`src/rtl/cit_pkg.sv`:
```
// Contract
// - External data move writes may target on-chip flash program memory.
// - Add, add-with-carry, subtract-with-borrow from bank register: 1 byte, 1 cycle.
// - Same arithmetic with direct or immediate source: 2 bytes, 2 cycles.
// - Arithmetic and logic with indirect RAM operand: 1 byte, 2 cycles.
// - Inc/dec acc or register 1 cycle, direct 2/2, indirect 2; pointer inc 1.
// - Multiply 4 cycles, divide 8 cycles, decimal adjust 1; all one byte.
// - AND, OR, XOR of immediate into direct byte: 3 bytes, 3 cycles.
// - Logic with register 1 cycle; with direct or immediate 2 bytes, 2 cycles.
// - Rotates, swap and clear of acc 1 cycle; complement of acc 2 cycles.
// - Direct-to-direct and immediate-to-direct moves: 3 bytes, 3 cycles.
// - Loading the 16-bit data pointer with a constant: 3 bytes, 3 cycles.
// - Code byte moves relative to pointer or counter: 1 byte, 3 cycles.
// - External data reads and writes by index or pointer: 1 byte, 3 cycles.
// - Push and pop of a direct byte: 2 bytes, 2 cycles.
// - Exchanges: indirect 1/2, register 1 cycle, direct 2 bytes 2 cycles.
// - Moves into indirect RAM take 2 cycles from acc, direct or immediate.
// - Register-acc moves 1 cycle; other direct or immediate moves 2/2.
// - Time counts in system clocks; most ops take one cycle per byte.
// - Opcode encodings and lengths follow the standard instruction set.
package cit_pkg;

	localparam int unsigned CLK_HZ = 50_000_000;
	localparam logic [15:0] PC_RESET = 16'h0000;
	// Upper address byte used by the index-register form of the access
	localparam logic [7:0] XPAGE_RI = 8'h00;

	localparam logic [1:0] LEN_1 = 2'h1;
	localparam logic [1:0] LEN_2 = 2'h2;
	localparam logic [1:0] LEN_3 = 2'h3;
	localparam logic [3:0] CYC_1 = 4'h1;
	localparam logic [3:0] CYC_2 = 4'h2;
	localparam logic [3:0] CYC_3 = 4'h3;
	localparam logic [3:0] CYC_MUL = 4'h4;
	localparam logic [3:0] CYC_DIV = 4'h8;

	localparam logic [7:0] OP_MUL = 8'ha4;
	localparam logic [7:0] OP_DIV = 8'h84;
	localparam logic [7:0] OP_CPL_ACC = 8'hf4;
	localparam logic [7:0] OP_XRD_DP = 8'he0;
	localparam logic [7:0] OP_XWR_DP = 8'hf0;
	localparam logic [7:0] OP_XRD_RI = 8'he2;
	localparam logic [7:0] OP_XWR_RI = 8'hf2;
	localparam int unsigned OP_WR_BIT = 4;
	localparam int unsigned OP_RI_BIT = 1;

	typedef struct packed {
		logic [1:0] len;
		logic [3:0] cyc;
		logic known;
		logic xmove;
		logic xwrite;
		logic xri;
	} cit_decode_s;

	typedef struct packed {
		logic [15:0] addr;
		logic [7:0] wdata;
		logic rd;
		logic wr;
		logic flash_wr;
		logic flash_erase;
	} cit_xreq_s;

	typedef enum logic {
		CIT_FETCH = 1'b0,
		CIT_EXEC = 1'b1
	} cit_phase_e;

	typedef struct packed {
		cit_phase_e phase;
		logic [15:0] pc;
		logic [7:0] opcode;
		logic [15:0] operands;
		cit_decode_s dec;
		logic [3:0] cyc_left;
		logic [1:0] bytes_left;
		logic retire;
		cit_xreq_s xreq;
	} cit_core_s;

	localparam cit_core_s CORE_RESET = '{phase: CIT_FETCH, pc: PC_RESET,
		default: '0};

endpackage : cit_pkg

```
`src/rtl/cit_len_decode.sv`:
```
`timescale 1ns/1ps
module cit_len_decode (
	input wire logic [7:0] opcode_in,
	output cit_pkg::cit_decode_s decode_out
);
	import cit_pkg::*;

	function automatic cit_decode_s decode_op(input logic [7:0] op);
		cit_decode_s d;
		d = '0;
		d.known = 1'b1;
		unique case (op) inside
		[8'h28:8'h2f], [8'h38:8'h3f], [8'h98:8'h9f]:
			{d.len, d.cyc} = {LEN_1, CYC_1};
		8'h24, 8'h25, 8'h34, 8'h35, 8'h94, 8'h95:
			{d.len, d.cyc} = {LEN_2, CYC_2};
		8'h26, 8'h27, 8'h36, 8'h37, 8'h96, 8'h97, 8'h46, 8'h47,
		8'h56, 8'h57, 8'h66, 8'h67:
			{d.len, d.cyc} = {LEN_1, CYC_2};
		8'h04, 8'h14, [8'h08:8'h0f], [8'h18:8'h1f], 8'ha3:
			{d.len, d.cyc} = {LEN_1, CYC_1};
		8'h05, 8'h15:
			{d.len, d.cyc} = {LEN_2, CYC_2};
		8'h06, 8'h07, 8'h16, 8'h17:
			{d.len, d.cyc} = {LEN_1, CYC_2};
		OP_MUL:
			{d.len, d.cyc} = {LEN_1, CYC_MUL};
		OP_DIV:
			{d.len, d.cyc} = {LEN_1, CYC_DIV};
		8'h43, 8'h53, 8'h63, 8'h85, 8'h75, 8'h90:
			{d.len, d.cyc} = {LEN_3, CYC_3};
		[8'h48:8'h4f], [8'h58:8'h5f], [8'h68:8'h6f]:
			{d.len, d.cyc} = {LEN_1, CYC_1};
		8'h42, 8'h44, 8'h45, 8'h52, 8'h54, 8'h55, 8'h62, 8'h64,
		8'h65:
			{d.len, d.cyc} = {LEN_2, CYC_2};
		8'h03, 8'h13, 8'h23, 8'h33, 8'hc4, 8'he4, 8'hd4:
			{d.len, d.cyc} = {LEN_1, CYC_1};
		OP_CPL_ACC, 8'hc6, 8'hc7, 8'hd6, 8'hd7, 8'hf6, 8'hf7, 8'he6,
		8'he7:
			{d.len, d.cyc} = {LEN_1, CYC_2};
		8'h83, 8'h93:
			{d.len, d.cyc} = {LEN_1, CYC_3};
		OP_XRD_DP, OP_XWR_DP, OP_XRD_RI, 8'he3, OP_XWR_RI, 8'hf3: begin
			{d.len, d.cyc} = {LEN_1, CYC_3};
			d.xmove = 1'b1;
			d.xwrite = op[OP_WR_BIT];
			d.xri = op[OP_RI_BIT];
		end
		8'hc0, 8'hd0, 8'hc5, 8'ha6, 8'ha7, 8'h76, 8'h77:
			{d.len, d.cyc} = {LEN_2, CYC_2};
		[8'hc8:8'hcf], [8'he8:8'hef], [8'hf8:8'hff]:
			{d.len, d.cyc} = {LEN_1, CYC_1};
		8'he5, 8'h74, [8'ha8:8'haf], [8'h78:8'h7f], 8'hf5,
		[8'h88:8'h8f], 8'h86, 8'h87:
			{d.len, d.cyc} = {LEN_2, CYC_2};
		default: begin
			// Boolean and branch groups are outside this decoder
			{d.len, d.cyc} = {LEN_1, CYC_1};
			d.known = 1'b0;
		end
		endcase
		return d;
	endfunction : decode_op

	assign decode_out = decode_op(opcode_in);

endmodule : cit_len_decode

```
`src/rtl/cit_core.sv`:
```
`timescale 1ns/1ps
module cit_core (
	input wire logic clock_in,
	input wire logic sys_rst_in,
	input wire logic [7:0] code_data_in,
	input wire logic code_ready_in,
	input wire logic [15:0] data_pointer16_in,
	input wire logic [7:0] index_reg_in,
	input wire logic [7:0] acc_in,
	input wire logic flash_write_en_in,
	input wire logic flash_erase_in,
	output logic [15:0] code_addr_out,
	output logic code_rd_out,
	output logic busy_out,
	output logic retire_out,
	output logic [7:0] retire_opcode_out,
	output logic [15:0] retire_operands_out,
	output logic [1:0] retire_len_out,
	output logic [3:0] retire_cycles_out,
	output logic retire_known_out,
	output cit_pkg::cit_xreq_s xreq_out
);
	import cit_pkg::*;

	cit_core_s st_reg;
	cit_core_s st_next;
	cit_decode_s dec_now;
	logic needs_byte;
	logic stall;

	// Program memory answers combinationally for the address on the port
	cit_len_decode u_decode (
		.opcode_in(code_data_in),
		.decode_out(dec_now)
	);

	assign needs_byte = (st_reg.phase == CIT_FETCH) ||
		(st_reg.bytes_left != 2'h0);
	// A wait from program memory freezes the whole sequence
	assign stall = needs_byte && !code_ready_in;

	always_comb begin
		st_next = st_reg;
		st_next.retire = 1'b0;
		st_next.xreq.rd = 1'b0;
		st_next.xreq.wr = 1'b0;
		st_next.xreq.flash_wr = 1'b0;
		st_next.xreq.flash_erase = 1'b0;
		unique case (st_reg.phase)
		CIT_FETCH: begin
			if (code_ready_in) begin
				st_next.opcode = code_data_in;
				st_next.dec = dec_now;
				st_next.operands = 16'h0000;
				st_next.pc = st_reg.pc + 16'h0001;
				st_next.bytes_left = dec_now.len - LEN_1;
				st_next.cyc_left = dec_now.cyc - CYC_1;
				if (dec_now.cyc == CYC_1) begin
					// Single-cycle ops let the next opcode in at once
					st_next.retire = 1'b1;
				end else begin
					st_next.phase = CIT_EXEC;
				end
			end
		end
		CIT_EXEC: begin
			if (!stall) begin
				if (st_reg.bytes_left != 2'h0) begin
					// Last operand byte lands in the low half
					st_next.operands = {st_reg.operands[7:0],
						code_data_in};
					st_next.pc = st_reg.pc + 16'h0001;
					st_next.bytes_left = st_reg.bytes_left - 2'h1;
				end
				st_next.cyc_left = st_reg.cyc_left - CYC_1;
				if (st_reg.cyc_left == CYC_1) begin
					st_next.phase = CIT_FETCH;
					st_next.retire = 1'b1;
					if (st_reg.dec.xmove) begin
						st_next.xreq.addr = st_reg.dec.xri ?
							{XPAGE_RI, index_reg_in} : data_pointer16_in;
						st_next.xreq.wdata = acc_in;
						if (!st_reg.dec.xwrite) begin
							st_next.xreq.rd = 1'b1;
						end else if (flash_write_en_in) begin
							// Flash writes never reach external data space
							st_next.xreq.flash_wr = !flash_erase_in;
							st_next.xreq.flash_erase = flash_erase_in;
						end else begin
							st_next.xreq.wr = 1'b1;
						end
					end
				end
			end
		end
		endcase
	end

	always_ff @(posedge clock_in or posedge sys_rst_in) begin
		if (sys_rst_in) begin
			st_reg <= CORE_RESET;
		end else begin
			st_reg <= st_next;
		end
	end

	assign code_addr_out = st_reg.pc;
	assign code_rd_out = needs_byte;
	assign busy_out = (st_reg.phase == CIT_EXEC);
	assign retire_out = st_reg.retire;
	assign retire_opcode_out = st_reg.opcode;
	assign retire_operands_out = st_reg.operands;
	assign retire_len_out = st_reg.dec.len;
	assign retire_cycles_out = st_reg.dec.cyc;
	assign retire_known_out = st_reg.dec.known;
	assign xreq_out = st_reg.xreq;

	// Checking aids: unstalled cycles per instruction and its start pc
	logic [3:0] gap_reg;
	logic [15:0] start_pc_reg;
	logic fetch_take;

	assign fetch_take = (st_reg.phase == CIT_FETCH) && code_ready_in;

	always_ff @(posedge clock_in or posedge sys_rst_in) begin
		if (sys_rst_in) begin
			gap_reg <= 4'h0;
			start_pc_reg <= PC_RESET;
		end else begin
			if (retire_out) begin
				gap_reg <= stall ? 4'h0 : 4'h1;
			end else if (!stall && gap_reg != 4'hf) begin
				gap_reg <= gap_reg + 4'h1;
			end
			if (fetch_take) begin
				start_pc_reg <= st_reg.pc;
			end
		end
	end
endmodule : cit_core

```
`config.mk`:
```
export PLATFORM = sky130hd
export DESIGN_NAME = cit_core
export DESIGN_NICKNAME = d
export VERILOG_FILES = /design/src/rtl/cit_pkg.sv /design/src/rtl/cit_len_decode.sv /design/src/rtl/cit_core.sv
export SDC_FILE = /design/constraint.sdc
export NUM_CORES = 1
export LEC_CHECK = 0
export ABC_AREA = 1
export BUFFER_PORTS_ARGS = -buffer_cell sky130_fd_sc_hd__buf_2
export CAP_MARGIN = 5
export CORE_ASPECT_RATIO = 2
export CORE_MARGIN = 2
export CORE_UTILIZATION = 58
export CTS_CLUSTER_DIAMETER = 120
export DETAILED_ROUTE_END_ITERATION = 10
export GPL_TIMING_DRIVEN = 0
export PLACE_DENSITY = 0.86
export SYNTH_ARGS = -nofsm -noshare
export SYNTH_HDL_FRONTEND = slang
export SYNTH_SLANG_ARGS = --single-unit
export TNS_END_PERCENT = 20
```
`constraint.sdc`:
```
create_clock -name clock_in -period 6.9 [get_ports clock_in]
set_input_delay 1.035 -clock clock_in [delete_from_list [all_inputs] [get_ports clock_in]]
set_output_delay 1.035 -clock clock_in [all_outputs]
set_load 0.02 [all_outputs]
```
After elaboration in Yosys (flattened, before gate mapping)
Cells that the tools add are included.
Widths: inputs -> output; s select.
- register bits: 86
- bits of input ports: 45
- output and inout bits: 78
- word-level logic and storage cells: 192
- add/sub/neg operators: 5
- magnitude comparators: 28
- equality and inequality tests: 85
- multiplexer cells: 24
- bitwise operators: 2
- reduce and logical (&&, ||, !) cells: 29
- operator list (operator ; number):
    $eq 8x8->1 const B ; 38
    $eq 8x7->1 const B ; 22
    $reduce_or 94->1 ; 1
    $eq 8x6->1 const B ; 10
    $mux 16 ; 4
    $mux 58 ; 1
    $ge 8x8->1 const B ; 6
    $le 8x8->1 const B ; 6
    $eq 8x5->1 const B ; 5
    $pmux 6 s6 ; 1
    $mux 35 ; 1
    $pmux 17 s2 ; 1
    $eq 8x3->1 const B ; 4
    $ge 8x7->1 const B ; 4
    $le 8x7->1 const B ; 4
    $pmux 16 s2 ; 1
    $reduce_or 32->1 ; 1
    $mux 29 ; 1
    $mux 28 ; 1
    $reduce_or 25->1 ; 1
    $mux 17 ; 1
    $add 16x1->16 const B ; 1
    $ge 8x6->1 const B ; 2
    $le 8x6->1 const B ; 2
    25 further kinds ; 54

Longest topological paths before layout
Gate-level depths: netlist of run 1.
- depth in word-level cells: 8
- gate-level depth with buffers: 18

Hierarchy
From an unflattened synthesis of run 1, not the netlist that was laid out.
- cells, all modules: 668
- area total of the unflattened synthesis: 5072.4 um2
- by module, submodules not included (module ; times used ; cells an instance ; area an instance (um2) ; seq. area each (um2)):
    cit_core ; 1 ; 479 ; 4282.9 ; 2152.1
    cit_len_decode ; 1 ; 189 ; 789.5 ; 0.0

Worst setup path before layout of run 1
No wires, ideal clock.
- kind: input port to flip-flop
- start point: in code_data_in[6]
- end point: reg st_reg[33] (netlist name)
- arrival time: 2511 ps
- slack: 4302 ps
- stages: 16
- path buffers: 0
- path through: nor2_1 -> inv_1 -> nor2_1 -> nand2_1 -> nand3_1 -> nor2_1 -> nand2_1 -> nor2_1 -> nand3_1 -> nand2_1 -> inv_1 -> ha_1 -> inv_1 -> a21oi_1 -> o21ai_0 -> a22oi_1
- RTL lines (item ; RTL line ; text):
    start, declared ; cit_core.sv:5 ; input wire logic [7:0] code_data_in,
    end signal, assigned ; cit_core.sv:103 ; st_reg <= st_next;
    end, declared ; cit_core.sv:25 ; cit_core_s st_reg;

==> metrics.yaml, run 1 <==
outcome: "complete, no violations"
grt.total_usage_pct: 32.2
crit_type: "input port to register"
synth_compound_area_share_pct: 7.22
min_from: "st_reg[36]$_DFFE_PP0P_"
synth_top_family_by_area: "simple AND/OR/NAND/NOR gates"
muxShareOfSynthArea_pct: 0
synthesis.area_sq_um: 4830
yosys.area_share.simple_pct: 27.1
cts_resized: 0
drv_cap: 0
finalNetCount: 796
p_sw_mw: 0.987
postCtsSetupRepairBufs: 0
synth-seq-cells: 86
r2r_cells: 12
cts.sinks: 86
cp_cell_sequence: "buf_2, inv_1, nand2_1, nor2_1, nand2_1, nand3_1, nor2_1, nand2_1, nor2_1, nand3_1, nand2_1, inv_1, ha_1, inv_1, a21oi_1, o21ai_0, a22oi_1"
critPathTopFamily: "simple AND/OR/NAND/NOR gates"
num_vias: 4503
grt_max_degree: 55
layout-drive-gt1-share_pct: 31.8
clk_pin_slew_ns: 0.06
layout_worst_path_cycle_share_pct: 42.9
cp-end-kind: "register"
p_leak_nw: 3.30
synth_top_area_share_pct: 44.5
grt_pass1_wl_microns: 21600
rsz0062_at_grt: "no"
p_int_mw: 1.44
fp.dieArea_sq_um: 9120
crit_slowest_cell: "nand2_1"
p_per_area_nw_per_um2: 415
grt_pass1_vias: 4549
die_w_microns: 68.6
syn_avg_cell_area_sq_um: 7.91
diodes: 0
critPathLaunch: "code_data_in[4]"
start_kind: "input port"
clock_latency_ns: 0.33
final_common_cell: "nand2_1"
worstHoldPathCells: 1
r2r-start: "st_reg[29]$_DFFE_PP0P_"
synth_top_flop_cell: "dfrtp_1"
period_needed_ns: 2.96
critPathMaxFanout: 6
ff2ff_setup_slack_ns: 4.73
cts_buffer_depth: 2
drtIter0Drc: 379
ant_nets: 0
cts_buffers: 9
hold_viol: 0
routed_wl_microns: 13800
area_growth_syn_to_layout_pct: 21.3
synthXorXnorAreaFrac_pct: 2.72
dpl.hpwl_microns: 11000
total_power_mw: 2.43
arrival_ns: 3.16
drv_slew: 0
drt_pre_antenna_iters: 4
cts_tree: "yes"
fin_skew_ns: 0.00785
path_buf_inv: 4
antenna_found_initial: 0
core_sq_um: 8170
crit_top_cell: "nand2_1"
worst_slew_pin_slew_ns: 0.533
row_count: 47
crit_cells: 17
async_flop_share_pct: 100
vdd_drop_max_uv: 206
syn_nets: 662
slew-limit-headroom_pct: 64.4
cts_hold_buf: 0
synth_warnings: 0
tns_ns: 0
comb_power_share_pct: 47.3
portBuffers: 122
num_io_pins: 123
max_stage_delay_ns: 0.24
final_cell_mix: "nand2_1, buf_2, dfrtp_1"
synthAdderAreaFrac_pct: 1.55
r2r_end: "xreq_out[10]$_DFFE_PP0P_"
crit_path_end: "st_reg[33]$_DFFE_PP0P_"
max_freq_mhz: 338
overflow: 0
drt-vias-per-instance: 5.32
power_frac_seq_pct: 34.4
p_clk_share_pct: 18.3
postSynthCellCount: 611
synth_area_leader_cell: "dfrtp_1"
start_util_pct: 59.1
cts_root_buf: "clkbuf_16"
fp.dieH_microns: 133
synth.distinct_cells: 36
synth_edf_count: 0
cts.htree.levels: 3
remaining_drc_errors: 0
routedWlPerCell_microns: 16.3
finalSetupViolations: 0
synthTopCellsByArea: "dfrtp_1, nand2_1, buf_4"
cp_data_required_time_ns: 7.10
hp-class: "register to register"
largest_reg_flops: 28
finalWeightedCongestion: 1.01
yosysSeqAreaShare_pct: 44.5
switching_share_pct: 40.6
[layout make-up]
cell class	count	area, sq um
well taps	98	123
multi-input cells	389	1870
plain buffers	87	629
inverters	49	188
repair buffers	123	638
flip-flops and latches	86	2150
fillers	672	2310
clock inverters	3	21.3
clock buffers	12	246
[synthesized netlist by cell type, types with 5 or more instances]
| master | n |
|---|---|
| inv_1 | 40 |
| xor2_1 | 5 |
| inv_2 | 7 |
| o21ai_0 | 27 |
| o31ai_1 | 10 |
| nor2_1 | 61 |
| nand4_1 | 10 |
| dfrtp_1 | 86 |
| nor2_2 | 5 |
| nand3_1 | 41 |
| a31oi_1 | 9 |
| xnor2_1 | 10 |
| ha_1 | 6 |
| buf_4 | 75 |
| a21oi_1 | 7 |
| nand2_1 | 176 |
| clkbuf_1 | 6 |
[through the flow]
stage | hold WS (ns) | util [%] | instance area (sq um) | instances | setup slack, ns
CTS | 0.472 | 71.7 | 5860 | 847 | 3.96
global route | 0.481 | 71.7 | 5860 | 847 | 3.74
global placement | 0.443 | 68.1 | 5570 | 831 | 2.74
finish | 0.472 | 71.7 | 5860 | 847 | 3.94
floorplan | 0.426 | - | 4830 | 611 | 3.64
detailed placement | 0.453 | 68.5 | 5600 | 832 | 3.62
[cell families (layout without fill, tap and decap cells)]
kind of cell,count (synthesis),after routing
flops,86,86
compound gates,60,60
fa+ha+maj,6,6
buf+inv,136,274
xor+xnor,15,15
simple gates,308,308
[worst register-to-register path: stages (launching register included)]
cell	delay [ns]
dfrtp_1	0.40
inv_1	0.07
ha_1	0.13
nand2_1	0.10
inv_1	0.07
nor2_1	0.09
nor2_2	0.15
nand4_1	0.23
nor2_2	0.33
inv_2	0.14
buf_2	0.21
nand2_1	0.08
nand2_1	0.05
[power by group through the flow]
| stage | Sequential (mW) | Clock (mW) | Combinational (mW) |
|---|---|---|---|
| after floorplan | 0.812 | 0 | 0.837 |
| after global placement | 0.828 | 0 | 1.11 |
| after detailed placement | 0.842 | 0 | 1.15 |
| after CTS | 0.836 | 0.447 | 1.16 |
| after global routing | 0.862 | 0.470 | 1.26 |
| final | 0.837 | 0.444 | 1.15 |
[metal layers]
layer | track usage [%] | wire length (microns)
met5 | 0 | 0
met3 | 4.73 | 440
met1 | 31.4 | 4560
met2 | 57.7 | 7860
met4 | 22.4 | 955
[worst min-delay path by stage]
stage | slack, ns | to
floorplan | 0.43 | xreq_out[3]$_DFF_PP0_
global placement | 0.44 | xreq_out[3]$_DFF_PP0_
detailed placement | 0.45 | xreq_out[3]$_DFF_PP0_
CTS | 0.47 | xreq_out[3]$_DFF_PP0_
global route | 0.48 | xreq_out[3]$_DFF_PP0_
finish | 0.47 | xreq_out[3]$_DFF_PP0_
Note: power is estimated with default switching activity, not from simulation.
==> run 2: changes to the inputs <==
--- a/config.mk
+++ b/config.mk
@@ -5,16 +5,16 @@
 export SDC_FILE = /design/constraint.sdc
 export NUM_CORES = 1
 export LEC_CHECK = 0
-export ABC_AREA = 1
+export ABC_AREA = 0
 export BUFFER_PORTS_ARGS = -buffer_cell sky130_fd_sc_hd__buf_2
 export CAP_MARGIN = 5
 export CORE_ASPECT_RATIO = 2
 export CORE_MARGIN = 2
-export CORE_UTILIZATION = 58
+export CORE_UTILIZATION = 49
 export CTS_CLUSTER_DIAMETER = 120
 export DETAILED_ROUTE_END_ITERATION = 10
 export GPL_TIMING_DRIVEN = 0
-export PLACE_DENSITY = 0.86
+export PLACE_DENSITY = 0.77
 export SYNTH_ARGS = -nofsm -noshare
 export SYNTH_HDL_FRONTEND = slang
 export SYNTH_SLANG_ARGS = --single-unit
==> constraint.sdc (replaced) <==
create_clock -name clock_in -period 2.6 [get_ports clock_in]
set_input_delay 0.39 -clock clock_in [delete_from_list [all_inputs] [get_ports clock_in]]
set_output_delay 0.39 -clock clock_in [all_outputs]
set_load 0.02 [all_outputs]
==> run 2 against run 1 <==
  * Area after synthesis increased by 2.1%
  * Combinational power increased by 100%
  * Wire length decreased by 14%
  * Global-route usage decreased by 10 points
  * Critical path depth decreased by 6
  * First-iteration DRC count decreased by 57%
  * Die area increased by 20%
  * Design area increased by 3.3%
  * Via count decreased by 11%
  * Largest cell class unchanged
==> metrics.yaml, run 2 <==
critPathMaxFanout: 10  # +4
drt-vias-per-instance: 5.12  # -3.7%
dpl.hpwl_microns: 9250  # -16%
antenna_found_initial: 0  # unchanged
clk_pin_slew_ns: 0.06  # about the same
core_sq_um: 9760  # +19%
num_io_pins: 123  # unchanged
clock_latency_ns: 0.33  # about the same
met1_length_microns: 4190  # -7.9%
postCtsSetupRepairBufs: 0  # unchanged
fp.dieH_microns: 146  # +9.6%
cp_cell_sequence: "buf_2, buf_6, buf_6, a21oi_1, o22ai_1, nor2_1, a211o_1, nor3_2, ha_1, mux2_2, a21oi_1"
yosysSeqAreaShare_pct: 43.6  # -0.93 points
outcome: "complete, no violations"
routedWlPerCell_microns: 15.1  # -7.4%
finalNetCount: 700  # -12%
grt_max_degree: 44  # -20%
diodes: 0  # unchanged
finalWeightedCongestion: 0.960  # -5.3%
largest_reg_flops: 28  # unchanged
whs_ns: 0.225  # -0.247 ns
synth_edf_count: 0  # unchanged
topRoutingLayerUsed: "met4"
period_needed_ns: 2.21
max_freq_mhz: 452
grt_pass1_wl_microns: 18700  # -13%
routed-wl-met2_microns: 6780  # -14%
portBuffers: 120  # -1.6%
cp_data_required_time_ns: 2.85  # -4.25 ns
cts.htree.levels: 3  # unchanged
cp-end-kind: "register"
layout-drive-gt1-share_pct: 39.3  # +7.5 points
drtIter0Drc: 164  # -57%
synth_area_leader_cell: "dfrtp_1"
fin_skew_ns: 0.00689  # -0.000959 ns
routed_wl_microns: 11900  # -14%
cts_root_buf: "clkbuf_16"
cts.sinks: 86  # unchanged
drv_slew: 0  # unchanged
num_vias: 4025  # -11%
yosysMostFrequentCell: "dfrtp_1"
synth-seq-cells: 86  # unchanged
synth_top_flop_cell: "dfrtp_1"
syn_nets: 566  # -15%
fp.dieArea_sq_um: 10900  # +20%
remaining_drc_errors: 0  # unchanged
hp-class: "input port to register"
arrival_ns: 2.46  # -0.70 ns
hold_viol: 0  # unchanged
final_cell_mix: "buf_2, dfrtp_1, nand2_1"
syn_avg_cell_area_sq_um: 9.58  # +21%
p_leak_nw: 3.18  # -3.8%
area_growth_syn_to_layout_pct: 22.7
finalSetupViolations: 0  # unchanged
rsz0062_at_grt: "no"
routed-wl-met3_microns: 384  # -13%
critPathTopFamily: "compound AO/OA/AOI/OAI gates"
grt_pass1_vias: 4032  # -11%
place_ws_ns: 0.0742  # -3.55 ns
cts_tree: "yes"
row_count: 51  # +8.5%
synth.distinct_cells: 67  # +86%
drt_pre_antenna_iters: 4  # unchanged
cts_buffer_depth: 2  # unchanged
final_common_cell: "buf_2"
layout_worst_path_cycle_share_pct: 85.1
synthesis.area_sq_um: 4940  # +2.1%
synthTopCellsByArea: "dfrtp_1, buf_4, nand2_1"
overflow: 0  # unchanged
tns_ns: 0  # unchanged
path_buf_inv: 3  # -1
postSynthCellCount: 515  # -16%
layout_setup_ws_ns: 0.388  # -3.55 ns
vdd_drop_max_uv: 410  # +99%
async_flop_share_pct: 100  # unchanged
ant_nets: 0  # unchanged
max_stage_delay_ns: 0.34  # +0.10 ns
drv_cap: 0  # unchanged
crit_slowest_cell: "a211o_1"
synth_warnings: 0  # unchanged
start_kind: "input port"
synth_top_area_share_pct: 43.6  # -0.93 points
die_w_microns: 75.0  # +9.4%
crit_type: "input port to register"
start_util_pct: 50.6  # -8.6 points
synth_common_cells: "dfrtp_1, nand2_1, buf_4, o21ai_0, nand3_1"
grt.total_usage_pct: 22.2  # -10 points
slew-limit-headroom_pct: 54.7  # -9.6 points
worst_slew_pin_slew_ns: 0.679  # +0.147 ns
p_per_area_nw_per_um2: 918  # +120%
cts_buffers: 9  # unchanged
run 2: through the flow:
| stage | cell area [sq um] | std cells | power (mW) | util, % |
|---|---|---|---|---|
| after floorplan | 4940 | 515 | 3.67 | - |
| after global placement | 5710 | 767 | 4.25 | 58.4 |
| after detailed placement | 5750 | 769 | 4.33 | 58.8 |
| after CTS | 6060 | 786 | 5.62 | 62.0 |
| after global routing | 6060 | 786 | 5.92 | 62.0 |
| final | 6060 | 786 | 5.56 | 62.0 |
run 2: where the power goes:
group	switching, mW	internal [mW]
Sequential	0.275	1.71
Clock	0.474	0.791
Combinational	1.29	1.03
Total	2.03	3.52
run 2: area by class of cell:
| cell class | count | area (sq um) |
|---|---|---|
| Fill cell | 868 | 3710 |
| Sequential cell | 86 | 2150 |
| Multi-Input combinational cell | 315 | 2010 |
| Buffer | 102 | 732 |
| Timing Repair Buffer | 123 | 651 |
| Clock buffer | 12 | 256 |
| Tap cell | 132 | 165 |
| Inverter | 12 | 48.8 |
| Clock inverter | 4 | 45.0 |
run 2: timing repair:
item / 4_1_cts / 5_1_grt
endpoints found under the hold margin: 1 / 0
hold buffers: 1 / 0
resized for setup: 0 / 0
run 2: worst paths after layout:
path                                                      end  depth (start not counted)                     startpoint  slack (ns)
worst min register to register  code_addr_out[15]$_DFFE_PP0P_                          1  code_addr_out[15]$_DFFE_PP0P_        0.48
worst max register to register        xreq_out[8]$_DFFE_PP0P_                          7         st_reg[30]$_DFFE_PP0P_        0.57
max in group asynchronous              st_reg[35]$_DFFE_PP0P_                          4                     sys_rst_in        1.66
worst min-delay path                    xreq_out[1]$_DFF_PP0_                          2                 flash_erase_in        0.22
worst max-delay path                   st_reg[32]$_DFFE_PP0P_                         11                code_data_in[5]        0.39
min in group asynchronous             xreq_out[5]$_DFFE_PP0P_                          3                     sys_rst_in        0.52
run 2: logic make-up (layout without fill, tap and decap cells):
family / count (synthesis) / in the layout / synth area share [%]
AOI/OAI and AO/OA: 90 / 90 / 12.0
xor gates and xnor gates: 16 / 16 / 2.84
adders and majority gates: 6 / 6 / 1.52
buffers and inverters: 114 / 253 / 15.7
DFF: 86 / 86 / 43.6
muxes: 21 / 21 / 4.99
and+or+nand+nor: 182 / 182 / 19.3
run 2: metal layers:
layer | vias up | GRT usage [%]
met5 | - | 0
met4 | 0 | 12.2
met3 | 32 | 3.95
met2 | 128 | 41.2
met1 | 1915 | 21.6
li1 | 1950 | -
